### config.mk
export PLATFORM = sky130hd
export DESIGN_NAME = csb_sideband
export DESIGN_NICKNAME = d
export VERILOG_FILES = /design/src/verilog/csb_pkg.sv /design/src/verilog/csb_sync.sv /design/src/verilog/csb_sideband.sv
export SDC_FILE = /design/constraint.sdc
export NUM_CORES = 1
export LEC_CHECK = 0
export ABC_AREA = 1
export BUFFER_PORTS_ARGS = -buffer_cell sky130_fd_sc_hd__buf_4
export CORE_AREA = 2 2 481 483
export CTS_CLUSTER_DIAMETER = 120
export DETAILED_ROUTE_END_ITERATION = 7
export DIE_AREA = 0 0 483 485
export PLACE_DENSITY = 0.33
export SYNTH_ARGS = -nofsm -noshare
export SYNTH_HDL_FRONTEND = slang
export SYNTH_SLANG_ARGS = --single-unit
### constraint.sdc
create_clock -name CLOCK -period 40.6 [get_ports CLOCK]
set_input_delay 12.18 -clock CLOCK [delete_from_list [all_inputs] [get_ports CLOCK]]
set_output_delay 12.18 -clock CLOCK [all_outputs]
set_load 0.02 [all_outputs]
### src/verilog/csb_pkg.sv
// Package for the per-core sideband block: register map, field layout,
// reset values and the carrier types that travel between its parts.
// Assumes a four-core cluster on a single clock domain.
package csb_pkg;

  localparam int CSB_CORES     = 4;
  localparam int CSB_ADDR_W    = 8;
  localparam int CSB_DATA_W    = 32;
  localparam int CSB_SHARED_N  = 479;
  localparam int CSB_SHARED_STEP = 32;

  // Register byte addresses
  localparam logic [7:0] CSB_CTRL_OFS   = 8'h00;
  localparam logic [7:0] CSB_STATUS_OFS = 8'h04;
  localparam logic [7:0] CSB_IRQLV_OFS  = 8'h08;
  localparam logic [7:0] CSB_BASE_OFS   = 8'h0C;
  localparam logic [7:0] CSB_SECCFG_OFS = 8'h10;
  localparam logic [7:0] CSB_CNTLO_OFS  = 8'h14;
  localparam logic [7:0] CSB_CNTHI_OFS  = 8'h18;

  // Control fields
  localparam int CSB_CTRL_NOPD_LSB = 0;
  localparam logic [3:0] CSB_CTRL_RST = 4'h0;
  localparam logic [31:0] CSB_SECCFG_RST = 32'h0000_0000;

  // Status fields
  localparam int CSB_ST_WFINT_LSB = 0;
  localparam int CSB_ST_WFEVT_LSB = 4;
  localparam int CSB_ST_L2_BIT    = 8;
  localparam int CSB_ST_SNOOP_BIT = 9;
  localparam int CSB_ST_LOCK_BIT  = 10;
  localparam int CSB_ST_DBG_LSB   = 12;

  // Interrupt level fields
  localparam int CSB_LV_FAST_LSB   = 0;
  localparam int CSB_LV_NORMAL_LSB = 4;
  localparam int CSB_LV_VFAST_LSB  = 8;
  localparam int CSB_LV_VNORM_LSB  = 12;
  localparam int CSB_LV_SHARED_BIT = 16;

  // Peripheral base strap
  localparam int CSB_BASE_MSB = 39;
  localparam int CSB_BASE_LSB = 15;
  localparam int CSB_BASE_W   = CSB_BASE_MSB - CSB_BASE_LSB + 1;

  // Synchronised pin group: irq pins 15:0, wake 16, snoop 17, lock 18, debug 22:19
  localparam int CSB_ASYNC_W = 23;
  localparam logic [22:0] CSB_ASYNC_RST = 23'h00FFFF;
  localparam int CSB_A_WAKE  = 16;
  localparam int CSB_A_SNOOP = 17;
  localparam int CSB_A_LOCK  = 18;
  localparam int CSB_A_DBG   = 19;

  // Strap capture waits out the two synchroniser stages
  localparam logic [1:0] CSB_STRAP_DONE = 2'h3;

  typedef struct packed {
    logic [3:0] fast;
    logic [3:0] normal;
    logic [3:0] vfast;
    logic [3:0] vnormal;
  } csb_irq_t;

  typedef struct packed {
    logic [3:0] hyp;
    logic [3:0] nonsec;
    logic [3:0] sec;
    logic [3:0] virt;
  } csb_timer_t;

  // Per-core OR of every interrupt kind
  function automatic logic [3:0] csb_irq_any(input csb_irq_t v);
    csb_irq_any = v.fast | v.normal | v.vfast | v.vnormal;
  endfunction

endpackage

### src/verilog/csb_sync.sv
// Two-flop synchroniser for a vector of independent levels.
// Assumes each bit is a slow level; multi-bit words are not coherent.
`timescale 1ns/1ps
module csb_sync #(
  parameter int         W       = 1,
  parameter logic [W-1:0] RST_VAL = '0
) (
  input  wire logic         clk,
  input  wire logic         rst_n,
  input  wire logic [W-1:0] d,
  output logic      [W-1:0] q
);

  logic [W-1:0] meta_reg;

  always_ff @(posedge clk or negedge rst_n) begin
    if (!rst_n) begin
      meta_reg <= RST_VAL;
      q        <= RST_VAL;
    end else begin
      meta_reg <= d;
      q        <= meta_reg;
    end
  end

endmodule

### src/verilog/csb_sideband.sv
// Per-core interrupt, timer-event and power sideband of a four-core cluster.
// Assumes core-side strobes are synchronous to CLOCK; pins are asynchronous.
// Function
// - Bit i of every four-bit per-core signal belongs to core i.
// - Shared interrupt input is N+1 wide; N = 31..479 step 32, or 0.
// - Secure config lock refuses writes to the secure register.
// - Fast interrupt pins are active low levels, held until acknowledged.
// - Normal interrupt pins are active low levels, held until acknowledged.
// - Virtual interrupt pins are active low and may change asynchronously.
// - Forward distributor fast requests per core, active low.
// - Forward distributor normal requests per core, active low.
// - Capture peripheral base bits 39..15 into the base register at reset.
// - Four active low timer event outputs per core.
// - Wake event input ends wait-for-event standby.
// - Event output pulses when any core sends an event.
// - Wait-for-interrupt standby bit is 1 only while that core stands by.
// - Wait-for-event standby bit is 1 only while that core stands by.
// - L2 standby only when all cores idle, snoop inactive, L2 idle.
// - No-power-down flag per core stops the power controller.
//
// Added by the designer: the address map and strobed register access.
`timescale 1ns/1ps
module csb_sideband
  import csb_pkg::*;
#(
  parameter int SHARED_N = CSB_SHARED_N
) (
  input  wire logic                  CLOCK,
  input  wire logic                  RESETN,
  input  wire logic [CSB_ADDR_W-1:0] ADDR,
  input  wire logic [CSB_DATA_W-1:0] WDATA,
  input  wire logic                  WR,
  input  wire logic                  RD,
  output logic      [CSB_DATA_W-1:0] RDATA,
  input  wire logic                  SECURE_CFG_WRITE_LOCK,
  input  wire logic [SHARED_N:0]     SHARED_IRQ_LINES,
  output logic      [SHARED_N:0]     SHARED_IRQ_SYNC,
  input  wire logic [3:0]            FAST_IRQ_REQ_N,
  input  wire logic [3:0]            NORMAL_IRQ_REQ_N,
  input  wire logic [3:0]            VIRT_FAST_IRQ_REQ_N,
  input  wire logic [3:0]            VIRT_NORMAL_IRQ_REQ_N,
  input  wire logic [3:0]            DIST_FAST_IRQ,
  input  wire logic [3:0]            DIST_NORMAL_IRQ,
  output logic      [3:0]            FAST_IRQ_FWD_N,
  output logic      [3:0]            NORMAL_IRQ_FWD_N,
  output csb_irq_t                   CORE_IRQ_LEVELS,
  input  wire logic [39:15]          PERIPH_BASE_ADDR,
  input  wire csb_timer_t            TIMER_FIRE,
  output logic      [3:0]            HYP_PHYS_TIMER_EVT_N,
  output logic      [3:0]            NONSEC_PHYS_TIMER_EVT_N,
  output logic      [3:0]            SEC_PHYS_TIMER_EVT_N,
  output logic      [3:0]            VIRT_TIMER_EVT_N,
  input  wire logic [63:0]           SYSTEM_COUNT_VALUE,
  input  wire logic                  WAKE_EVENT_IN,
  output logic                       SEND_EVENT_OUT,
  input  wire logic [3:0]            CORE_SEND_EVENT,
  input  wire logic [3:0]            CORE_WFI_ENTER,
  input  wire logic [3:0]            CORE_WFE_ENTER,
  output logic      [3:0]            CORE_WAKE,
  output logic      [3:0]            CORE_WFINT_STANDBY,
  output logic      [3:0]            CORE_WFEVT_STANDBY,
  output logic                       L2_WFINT_STANDBY,
  input  wire logic                  SNOOP_INACTIVE,
  input  wire logic                  L2_IDLE,
  input  wire logic [3:0]            DEBUG_POWERUP_REQ,
  output logic      [3:0]            NO_POWERDOWN_FLAG
);

  // Reset release
  logic rst_meta_reg;
  logic rst_sync_reg;
  logic rst_n;

  always_ff @(posedge CLOCK or negedge RESETN) begin
    if (!RESETN) begin
      rst_meta_reg <= 1'b0;
      rst_sync_reg <= 1'b0;
    end else begin
      rst_meta_reg <= 1'b1;
      rst_sync_reg <= rst_meta_reg;
    end
  end

  assign rst_n = rst_sync_reg;

  // Pin synchronisers
  logic [CSB_ASYNC_W-1:0] async_in;
  logic [CSB_ASYNC_W-1:0] async_q;
  logic [CSB_BASE_W-1:0]  base_q;

  assign async_in = {DEBUG_POWERUP_REQ, SECURE_CFG_WRITE_LOCK, SNOOP_INACTIVE,
                     WAKE_EVENT_IN, VIRT_NORMAL_IRQ_REQ_N, VIRT_FAST_IRQ_REQ_N,
                     NORMAL_IRQ_REQ_N, FAST_IRQ_REQ_N};

  csb_sync #(
    .W       (CSB_ASYNC_W),
    .RST_VAL (CSB_ASYNC_RST)
  ) u_pin_sync (
    .clk   (CLOCK),
    .rst_n (rst_n),
    .d     (async_in),
    .q     (async_q)
  );

  // Width follows SHARED_N; only 0 and 31 + k*32 up to 479 are legal
  csb_sync #(
    .W       (SHARED_N + 1),
    .RST_VAL ('0)
  ) u_shared_sync (
    .clk   (CLOCK),
    .rst_n (rst_n),
    .d     (SHARED_IRQ_LINES),
    .q     (SHARED_IRQ_SYNC)
  );

  csb_sync #(
    .W       (CSB_BASE_W),
    .RST_VAL ('0)
  ) u_base_sync (
    .clk   (CLOCK),
    .rst_n (rst_n),
    .d     (PERIPH_BASE_ADDR),
    .q     (base_q)
  );

  // Unpacked pin levels, active high inside
  csb_irq_t   pin_req;
  csb_irq_t   core_req;
  logic       wake_lvl;
  logic       snoop_lvl;
  logic       lock_lvl;
  logic [3:0] dbg_lvl;
  logic       shared_any;

  // Levels pass straight through: no latching, the source holds until taken
  assign pin_req.fast    = ~async_q[3:0];
  assign pin_req.normal  = ~async_q[7:4];
  assign pin_req.vfast   = ~async_q[11:8];
  assign pin_req.vnormal = ~async_q[15:12];
  assign wake_lvl   = async_q[CSB_A_WAKE];
  assign snoop_lvl  = async_q[CSB_A_SNOOP];
  assign lock_lvl   = async_q[CSB_A_LOCK];
  assign dbg_lvl    = async_q[CSB_A_DBG +: 4];
  assign shared_any = |SHARED_IRQ_SYNC;

  assign core_req.fast    = pin_req.fast | DIST_FAST_IRQ;
  assign core_req.normal  = pin_req.normal | DIST_NORMAL_IRQ;
  assign core_req.vfast   = pin_req.vfast;
  assign core_req.vnormal = pin_req.vnormal;

  // Standby tracking
  logic       wake_prev_reg;
  logic       wake_pulse;
  logic       evt_hit;
  logic [3:0] irq_any;
  logic [3:0] evt_latch_reg;
  logic [3:0] evt_latch_next;
  logic [3:0] wfe_skip;
  logic [3:0] wfint_reg;
  logic [3:0] wfint_next;
  logic [3:0] wfevt_reg;
  logic [3:0] wfevt_next;
  logic [3:0] wake_reg;
  logic [3:0] wake_next;
  logic       l2_reg;
  logic       l2_next;
  logic       send_evt_reg;

  assign wake_pulse = wake_lvl & ~wake_prev_reg;
  assign evt_hit    = wake_pulse | (|CORE_SEND_EVENT);
  assign irq_any    = csb_irq_any(core_req);

  // An event seen outside standby is kept so the next wait returns at once
  assign evt_latch_next = (evt_latch_reg | ({4{evt_hit}} & ~wfevt_reg))
                          & ~CORE_WFE_ENTER;
  assign wfe_skip   = CORE_WFE_ENTER & (evt_latch_reg | {4{evt_hit}} | irq_any);
  assign wfevt_next = (wfevt_reg | (CORE_WFE_ENTER & ~wfe_skip))
                      & ~({4{evt_hit}} | irq_any);
  // A pending interrupt beats a request to stand by
  assign wfint_next = (wfint_reg | CORE_WFI_ENTER) & ~irq_any;
  assign wake_next  = (wfint_reg & ~wfint_next) | (wfevt_reg & ~wfevt_next)
                      | wfe_skip;
  // Uses next state so L2 standby never outlives a core's standby
  assign l2_next    = (&wfint_next) & snoop_lvl & L2_IDLE;

  always_ff @(posedge CLOCK or negedge rst_n) begin
    if (!rst_n) begin
      wake_prev_reg <= 1'b0;
      evt_latch_reg <= 4'h0;
      wfint_reg     <= 4'h0;
      wfevt_reg     <= 4'h0;
      wake_reg      <= 4'h0;
      l2_reg        <= 1'b0;
      send_evt_reg  <= 1'b0;
    end else begin
      wake_prev_reg <= wake_lvl;
      evt_latch_reg <= evt_latch_next;
      wfint_reg     <= wfint_next;
      wfevt_reg     <= wfevt_next;
      wake_reg      <= wake_next;
      l2_reg        <= l2_next;
      send_evt_reg  <= |CORE_SEND_EVENT;
    end
  end

  // Forwarding and timer events
  logic [3:0] fast_fwd_reg;
  logic [3:0] normal_fwd_reg;
  csb_irq_t   lvl_reg;
  csb_timer_t tmr_reg;

  always_ff @(posedge CLOCK or negedge rst_n) begin
    if (!rst_n) begin
      fast_fwd_reg   <= 4'hF;
      normal_fwd_reg <= 4'hF;
      lvl_reg        <= '0;
      tmr_reg        <= '1;
    end else begin
      fast_fwd_reg   <= ~DIST_FAST_IRQ;
      normal_fwd_reg <= ~DIST_NORMAL_IRQ;
      lvl_reg        <= core_req;
      // Held inverted so each event pin leaves a flop with no gate behind it
      tmr_reg        <= ~TIMER_FIRE;
    end
  end

  // Register port
  logic        wr_ctrl;
  logic        wr_sec;
  logic        rd_cntlo;
  logic [3:0]  ctrl_reg;
  logic [31:0] seccfg_reg;
  logic [31:0] cnt_hold_reg;
  logic [CSB_BASE_W-1:0] base_reg;
  logic [1:0]  strap_cnt_reg;
  logic [31:0] status_word;
  logic [31:0] lvl_word;
  logic [31:0] rd_mux;
  logic [31:0] rdata_reg;

  assign wr_ctrl  = WR && (ADDR == CSB_CTRL_OFS);
  assign wr_sec   = WR && (ADDR == CSB_SECCFG_OFS) && !lock_lvl;
  assign rd_cntlo = RD && (ADDR == CSB_CNTLO_OFS);

  assign status_word = {16'h0000,
                        dbg_lvl,
                        1'b0,
                        lock_lvl,
                        snoop_lvl,
                        l2_reg,
                        wfevt_reg,
                        wfint_reg};

  assign lvl_word = {15'h0000,
                     shared_any,
                     lvl_reg.vnormal,
                     lvl_reg.vfast,
                     lvl_reg.normal,
                     lvl_reg.fast};

  // Reading the low count word freezes the high word for a coherent pair
  assign rd_mux =
    (ADDR == CSB_CTRL_OFS)   ? {28'h0000000, ctrl_reg} :
    (ADDR == CSB_STATUS_OFS) ? status_word :
    (ADDR == CSB_IRQLV_OFS)  ? lvl_word :
    (ADDR == CSB_BASE_OFS)   ? {7'h00, base_reg} :
    (ADDR == CSB_SECCFG_OFS) ? seccfg_reg :
    (ADDR == CSB_CNTLO_OFS)  ? SYSTEM_COUNT_VALUE[31:0] :
    (ADDR == CSB_CNTHI_OFS)  ? cnt_hold_reg :
    32'h0000_0000;

  always_ff @(posedge CLOCK or negedge rst_n) begin
    if (!rst_n) begin
      ctrl_reg     <= CSB_CTRL_RST;
      seccfg_reg   <= CSB_SECCFG_RST;
      cnt_hold_reg <= 32'h0000_0000;
      rdata_reg    <= 32'h0000_0000;
    end else begin
      if (wr_ctrl) begin
        ctrl_reg <= WDATA[CSB_CTRL_NOPD_LSB +: 4];
      end
      if (wr_sec) begin
        seccfg_reg <= WDATA;
      end
      if (rd_cntlo) begin
        cnt_hold_reg <= SYSTEM_COUNT_VALUE[63:32];
      end
      rdata_reg <= RD ? rd_mux : 32'h0000_0000;
    end
  end

  // Strap capture after the synchroniser has filled
  always_ff @(posedge CLOCK or negedge rst_n) begin
    if (!rst_n) begin
      strap_cnt_reg <= 2'h0;
      base_reg      <= '0;
    end else if (strap_cnt_reg != CSB_STRAP_DONE) begin
      strap_cnt_reg <= strap_cnt_reg + 2'h1;
      base_reg      <= base_q;
    end
  end

  // Outputs
  assign RDATA                   = rdata_reg;
  assign FAST_IRQ_FWD_N          = fast_fwd_reg;
  assign NORMAL_IRQ_FWD_N        = normal_fwd_reg;
  assign CORE_IRQ_LEVELS         = lvl_reg;
  assign HYP_PHYS_TIMER_EVT_N    = tmr_reg.hyp;
  assign NONSEC_PHYS_TIMER_EVT_N = tmr_reg.nonsec;
  assign SEC_PHYS_TIMER_EVT_N    = tmr_reg.sec;
  assign VIRT_TIMER_EVT_N        = tmr_reg.virt;
  assign SEND_EVENT_OUT          = send_evt_reg;
  assign CORE_WAKE               = wake_reg;
  assign CORE_WFINT_STANDBY      = wfint_reg;
  assign CORE_WFEVT_STANDBY      = wfevt_reg;
  assign L2_WFINT_STANDBY        = l2_reg;
  assign NO_POWERDOWN_FLAG       = ctrl_reg;

endmodule

After elaboration in Yosys (flattened, before gate mapping)
Cells that the tools add are included.
{"block": "word_totals", "register_bits": 1244, "latchBits": 0, "mem_bits_rw": 0, "rom_bits": 0, "in_bits": 673, "out_inout_bits": 570, "word_cells": 96, "memories": 0}
{"block": "op_classes", "n_addsub": 1, "multipliers": 0, "div_mod_pow": 0, "order_cmp": 0, "eq_ne": 7, "n_shift": 0, "mux": 8, "bitwise_logic": 40, "n_reduce_logical": 9}
{"operator": "$reduce_or 480->1", "n": 1}
{"operator": "$mux 32", "n": 8}
{"operator": "$not 4->4", "n": 13}
{"operator": "$or 4x4->4", "n": 13}
{"operator": "$and 4x4->4", "n": 8}
{"operator": "$eq 8x5->1 const B", "n": 3}
{"operator": "$eq 8x4->1 const B", "n": 2}
{"operator": "$not 16->16", "n": 1}
{"operator": "$eq 8x3->1 const B", "n": 1}
{"operator": "$logic_not 8->1", "n": 1}
{"operator": "$logic_and 1x1->1", "n": 4}
{"operator": "$reduce_and 4->1", "n": 1}
{"operator": "$reduce_or 4->1", "n": 1}
{"operator": "$and 1x1->1", "n": 3}
{"operator": "$add 2x1->2 const B", "n": 1}
{"operator": "$ne 2x2->1 const B", "n": 1}
{"operator": "$logic_not 1->1", "n": 1}
{"operator": "$not 1->1", "n": 1}
{"operator": "$or 1x1->1", "n": 1}

Logic depth before layout (Yosys ltp)
{"block": "logic_depth", "depth_word": 15, "ltp_mapped": 12, "depth_no_buf": 10}

Hierarchy
A second synthesis with hierarchy kept.
{"block": "hier_totals", "cells_unflattened": 2231, "hier_area_um2": 36063.3}
{"module": "csb_sync (u_shared_sync)", "instances": 1, "cells_per_inst": 960, "area_per_inst_um2": 24023.0, "seq_area_each_um2": 24023.0}
{"module": "csb_sideband", "instances": 1, "cells_per_inst": 1175, "area_per_inst_um2": 9598.0, "seq_area_each_um2": 4734.5}
{"module": "csb_sync (u_base_sync)", "instances": 1, "cells_per_inst": 50, "area_per_inst_um2": 1251.2, "seq_area_each_um2": 1251.2}
{"module": "csb_sync (u_pin_sync)", "instances": 1, "cells_per_inst": 46, "area_per_inst_um2": 1191.1, "seq_area_each_um2": 1191.1}

Worst setup path after synthesis
OpenSTA, ideal clock, no wires.
{"block": "synth_path", "kind": "input -> register", "from": "input port ADDR[2]", "to": "register seccfg_reg[10]", "setup_time_ns": 0.125, "t_arrival_ns": 13.287, "required_time_ns": 40.475, "slack_ns": 27.188, "stages": 9, "n_path_buf": 2, "cell_sequence": "inv_2 -> nand3_2 -> inv_2 -> nand2_4 -> inv_4 -> nand3b_2 -> buf_6 -> buf_6 -> mux2_4"}
{"block": "synth_between", "elab_chain_cells": 3}
{"element": "start, declared", "line_no": "csb_sideband.sv:30", "source": "input wire logic [CSB_ADDR_W-1:0] ADDR,"}
{"element": "$eq 8x5->1", "line_no": "csb_sideband.sv:242", "source": "assign wr_sec = WR && (ADDR == CSB_SECCFG_OFS) && !lock_lvl;"}
{"element": "$logic_and 1x1->1 (2 in series)", "line_no": "csb_sideband.sv:242"}
{"element": "end signal, assigned", "line_no": "csb_sideband.sv:275", "source": "seccfg_reg <= CSB_SECCFG_RST;"}
{"element": "end signal, assigned", "line_no": "csb_sideband.sv:283", "source": "seccfg_reg <= WDATA;"}
{"element": "end, declared", "line_no": "csb_sideband.sv:232", "source": "logic [31:0] seccfg_reg;"}
No other way between the ends.
A chain may end at the register's enable or synchronous reset.

Final worst setup path
{"block": "layout_path", "from": "register wfint_reg[1] (netlist: CORE_WFINT_STANDBY[1])", "to": "output port CORE_WFINT_STANDBY[1]"}
{"element": "start, declared", "line_no": "csb_sideband.sv:159", "source": "logic [3:0] wfint_reg;"}
{"element": "start signal, assigned", "line_no": "csb_sideband.sv:198", "source": "wfint_reg <= wfint_next;"}
{"element": "end, declared", "line_no": "csb_sideband.sv:60", "source": "output logic [3:0] CORE_WFINT_STANDBY,"}
No word-level cell between the ends.

==> results.md <==
* Vias in the first global route at 25300
* WL final at 169000 um
* Worst path arrival time at 1.61 ns
* Htree depth at 4
* Crit Path Class: reg2out
* R2R setup slack at 36.74 ns
* Worst min path class: reg2reg
* CP bufs+invs at 1
* Seq/Total Area, Yosys at 0.860
* Distinct cells, synth at 36
* Sequential power share at 0.454
* Starting Density at 0.158
* Worst EP required at 28.42 ns
* EDFF count, synth at 0
* Cell Area, Synth at 0.0363 mm^2
* Period utilization at 0.340
* Synth-to-layout area growth at 50.8%
* FF+latch count, synth at 1244
* Cts hold-fix bufs at 0
* Row count at 176
* Status: finished clean
* CTS Buf Count at 150
* Final slew viol count at 0
* Via density at 3.30
* Die Span Y at 485 um
* Initial antenna violation count at 57
* Ys flop type: dfrtp_1
* Hold Path Cell Cnt at 0
* Max FO, Critical Path at 4
* Final GP Congestion at 0.840
* Clock buffer depth at 3
* Syn nets at 2966
* Pleak at 25.7 nW
* Slew margin rel. at 0.248
* Iter 0 DRT Violations at 1068
* Worst setup EP type: primary output
* Final Critical Period at 13.79 ns
* Syn Area/Cell at 15.8 um^2
* RSZ-0062 raised after global routing: no
* Reg clk slew, reported paths at 0.06 ns
* Die width at 483 um
* WL/cell at 24.8 um
* Total grt overflow at 0
* IO Pins at 1243
* Worst-path cell chain: buf_4
* TritonCTS clock tree: built
* Final setup vio count at 0
* Max Cap Viol at 0
* Hold Path Sink: u_shared_sync.q[63]
* Post-route ant nets at 0
* Drt pass-1 iters at 5
* Cell family with most CP delay: flip-flops
* GRT Resource Usage Total at 0.143
* Slew @ Worst Pin at 1.13 ns
* Maximum vdd drop at 0.0327 mV
* Cell Int Power at 2.25 mW
* DRC at 0
* Final setup TNS at 0 ns
* Fmax at 72.5 MHz
* Clk Latency, worst-skew pair at 0.79 ns
* Post-cts sizing count at 0
* Dpl ws at 26.18 ns
* Share of layout cells above drive strength 1 at 0.437
* Routed via count at 22500
* Detailed Place HPWL at 139000 um
* Die area at 0.234 mm^2
* Synth Instances at 2292
* Final worst slack at 26.81 ns
* Worst-case clock skew at 0.0552 ns
* Core area at 0.229 mm^2
* Buffers added on ports at 1242
* Root buf cell: clkbuf_16
* Sw Share at 0.238
* Worst path slowest cell: dfrtp_1
* Worst R2R End: u_shared_sync.q[0]
* Largest stage delay, worst path at 0.61 ns
* R2r worst-path depth at 4
* Hold Fails Final Rpt at 0
* Hold_sp: u_shared_sync.meta_reg[63]
* Logic gate share of total power at 0.066
* Global-route wire length before repair at 227000 um
* Final #Nets at 4350
* Clock power frac at 0.480
* YS warnings at 0
* Reg2reg start: rst_n
* Switching power at 0.702 mW
* TritonCTS sink count at 1244
* Startpoint Class: flop
* Largest net degree at the start of global routing at 153
* Post-CTS setup buffer count at 0
* Async S/R FF share, synth at 1.00
* Total Power at 2.95 mW
* Power Dens Cells at 53.9 mW/mm^2
## cells in the mapped netlist (all sizes together), types with 4 or more instances
library cell,number,area share
mux2,72,0.028
dfrtp,1188,0.82
or2,4,0.00069
dfstp,56,0.041
nand3,32,0.0046
clkbuf,9,0.00093
a22o,5,0.0012
nand4,17,0.0029
inv,85,0.0089
buf,20,0.0040
nand2,315,0.033
o21ai,39,0.0054
a21oi,59,0.0081
nor2,379,0.040
## stage by stage
step                std cells  hold WS (ns)  instance area, um^2   util
finish                   6833         0.316                54700  0.239
global route             6819         0.325                54700  0.239
CTS                      6819         0.307                54700  0.239
detailed placement       6550         0.335                49400  0.216
global placement         6550         0.331                49400  0.216
floorplan                2292         0.331                36300      -
## cell type report
type                            instances  area (um^2)
Multi-Input combinational cell        933         4570
Antenna cell                           14         35.0
Timing Repair Buffer                 1261         9520
Inverter                               86          327
Fill cell                           24300       174000
Sequential cell                      1244        31200
Clock buffer                          222         4540
Clock inverter                         47          739
Tap cell                             3026         3790
## per-layer routing
metal  share of wire  wire length [um]  up-vias  track usage
li1                -                 -    10000            -
met1            0.36             60900    11200        0.151
met4           0.027              4530       44       0.0410
met3           0.099             16700      261       0.0661
met2            0.51             86800     1057        0.253
met5          0.0015               255        -            0
## kinds of logic after synthesis
kind of cell / count (synthesis) / share of synthesized area
flops: 1244 / 0.860
other cells: 1 / 0.000103
simple gates: 751 / 0.0822
compound gates: 107 / 0.0154
fa+ha+maj: 1 / 0.000345
xor+xnor: 1 / 0.000241
mux: 72 / 0.0277
buf+inv: 115 / 0.0139
## how the worst max path moves through the flow
stage                                     start                    end  cells after the start
after detailed placement                ADDR[7]              RDATA[21]                      9
final                     CORE_WFINT_STANDBY[1]  CORE_WFINT_STANDBY[1]                      1
after global routing       u_shared_sync.q[365]   SHARED_IRQ_SYNC[365]                      1
after floorplan                           rst_n     CORE_IRQ_LEVELS[0]                      0
after CTS                  u_shared_sync.q[365]   SHARED_IRQ_SYNC[365]                      1
after global placement                  ADDR[7]              RDATA[24]                      9
## layout by cell type, fill, tap and decap left out, drive strengths merged
cell type	synthesis	routed
a21oi	59	59
a22o	5	5
a31oi	3	3
and2	1	1
buf	20	1261
bufinv	0	13
clkbuf	9	222
clkinv	1	29
clkinvlp	0	2
conb	1	1
dfrtp	1188	1188
dfstp	56	56
diode	0	14
ha	1	1
inv	85	89
mux2	72	72
nand2	315	315
nand3	32	32
nand3b	1	1
nand4	17	17
nor2	379	379
nor3	1	1
nor4	1	1
o21ai	39	39
o22ai	1	1
or2	4	4
xnor2	1	1
## worst reg2reg max path, delay by kind of cell (launching register included)
family / cells / cell delay (ns)
buf+inv: 4 / 2.99
flops: 1 / 0.83
## power by group through the flow
| stage | registers [mW] | clock network, mW | logic [mW] |
|---|---|---|---|
| after floorplan | 1.40 | 0 | 0.0151 |
| after global placement | 1.36 | 0 | 0.202 |
| after detailed placement | 1.36 | 0 | 0.202 |
| after CTS | 1.34 | 1.47 | 0.202 |
| after global routing | 1.34 | 1.52 | 0.210 |
| final | 1.34 | 1.42 | 0.194 |
No activity file was read; power rests on OpenSTA's default activity.
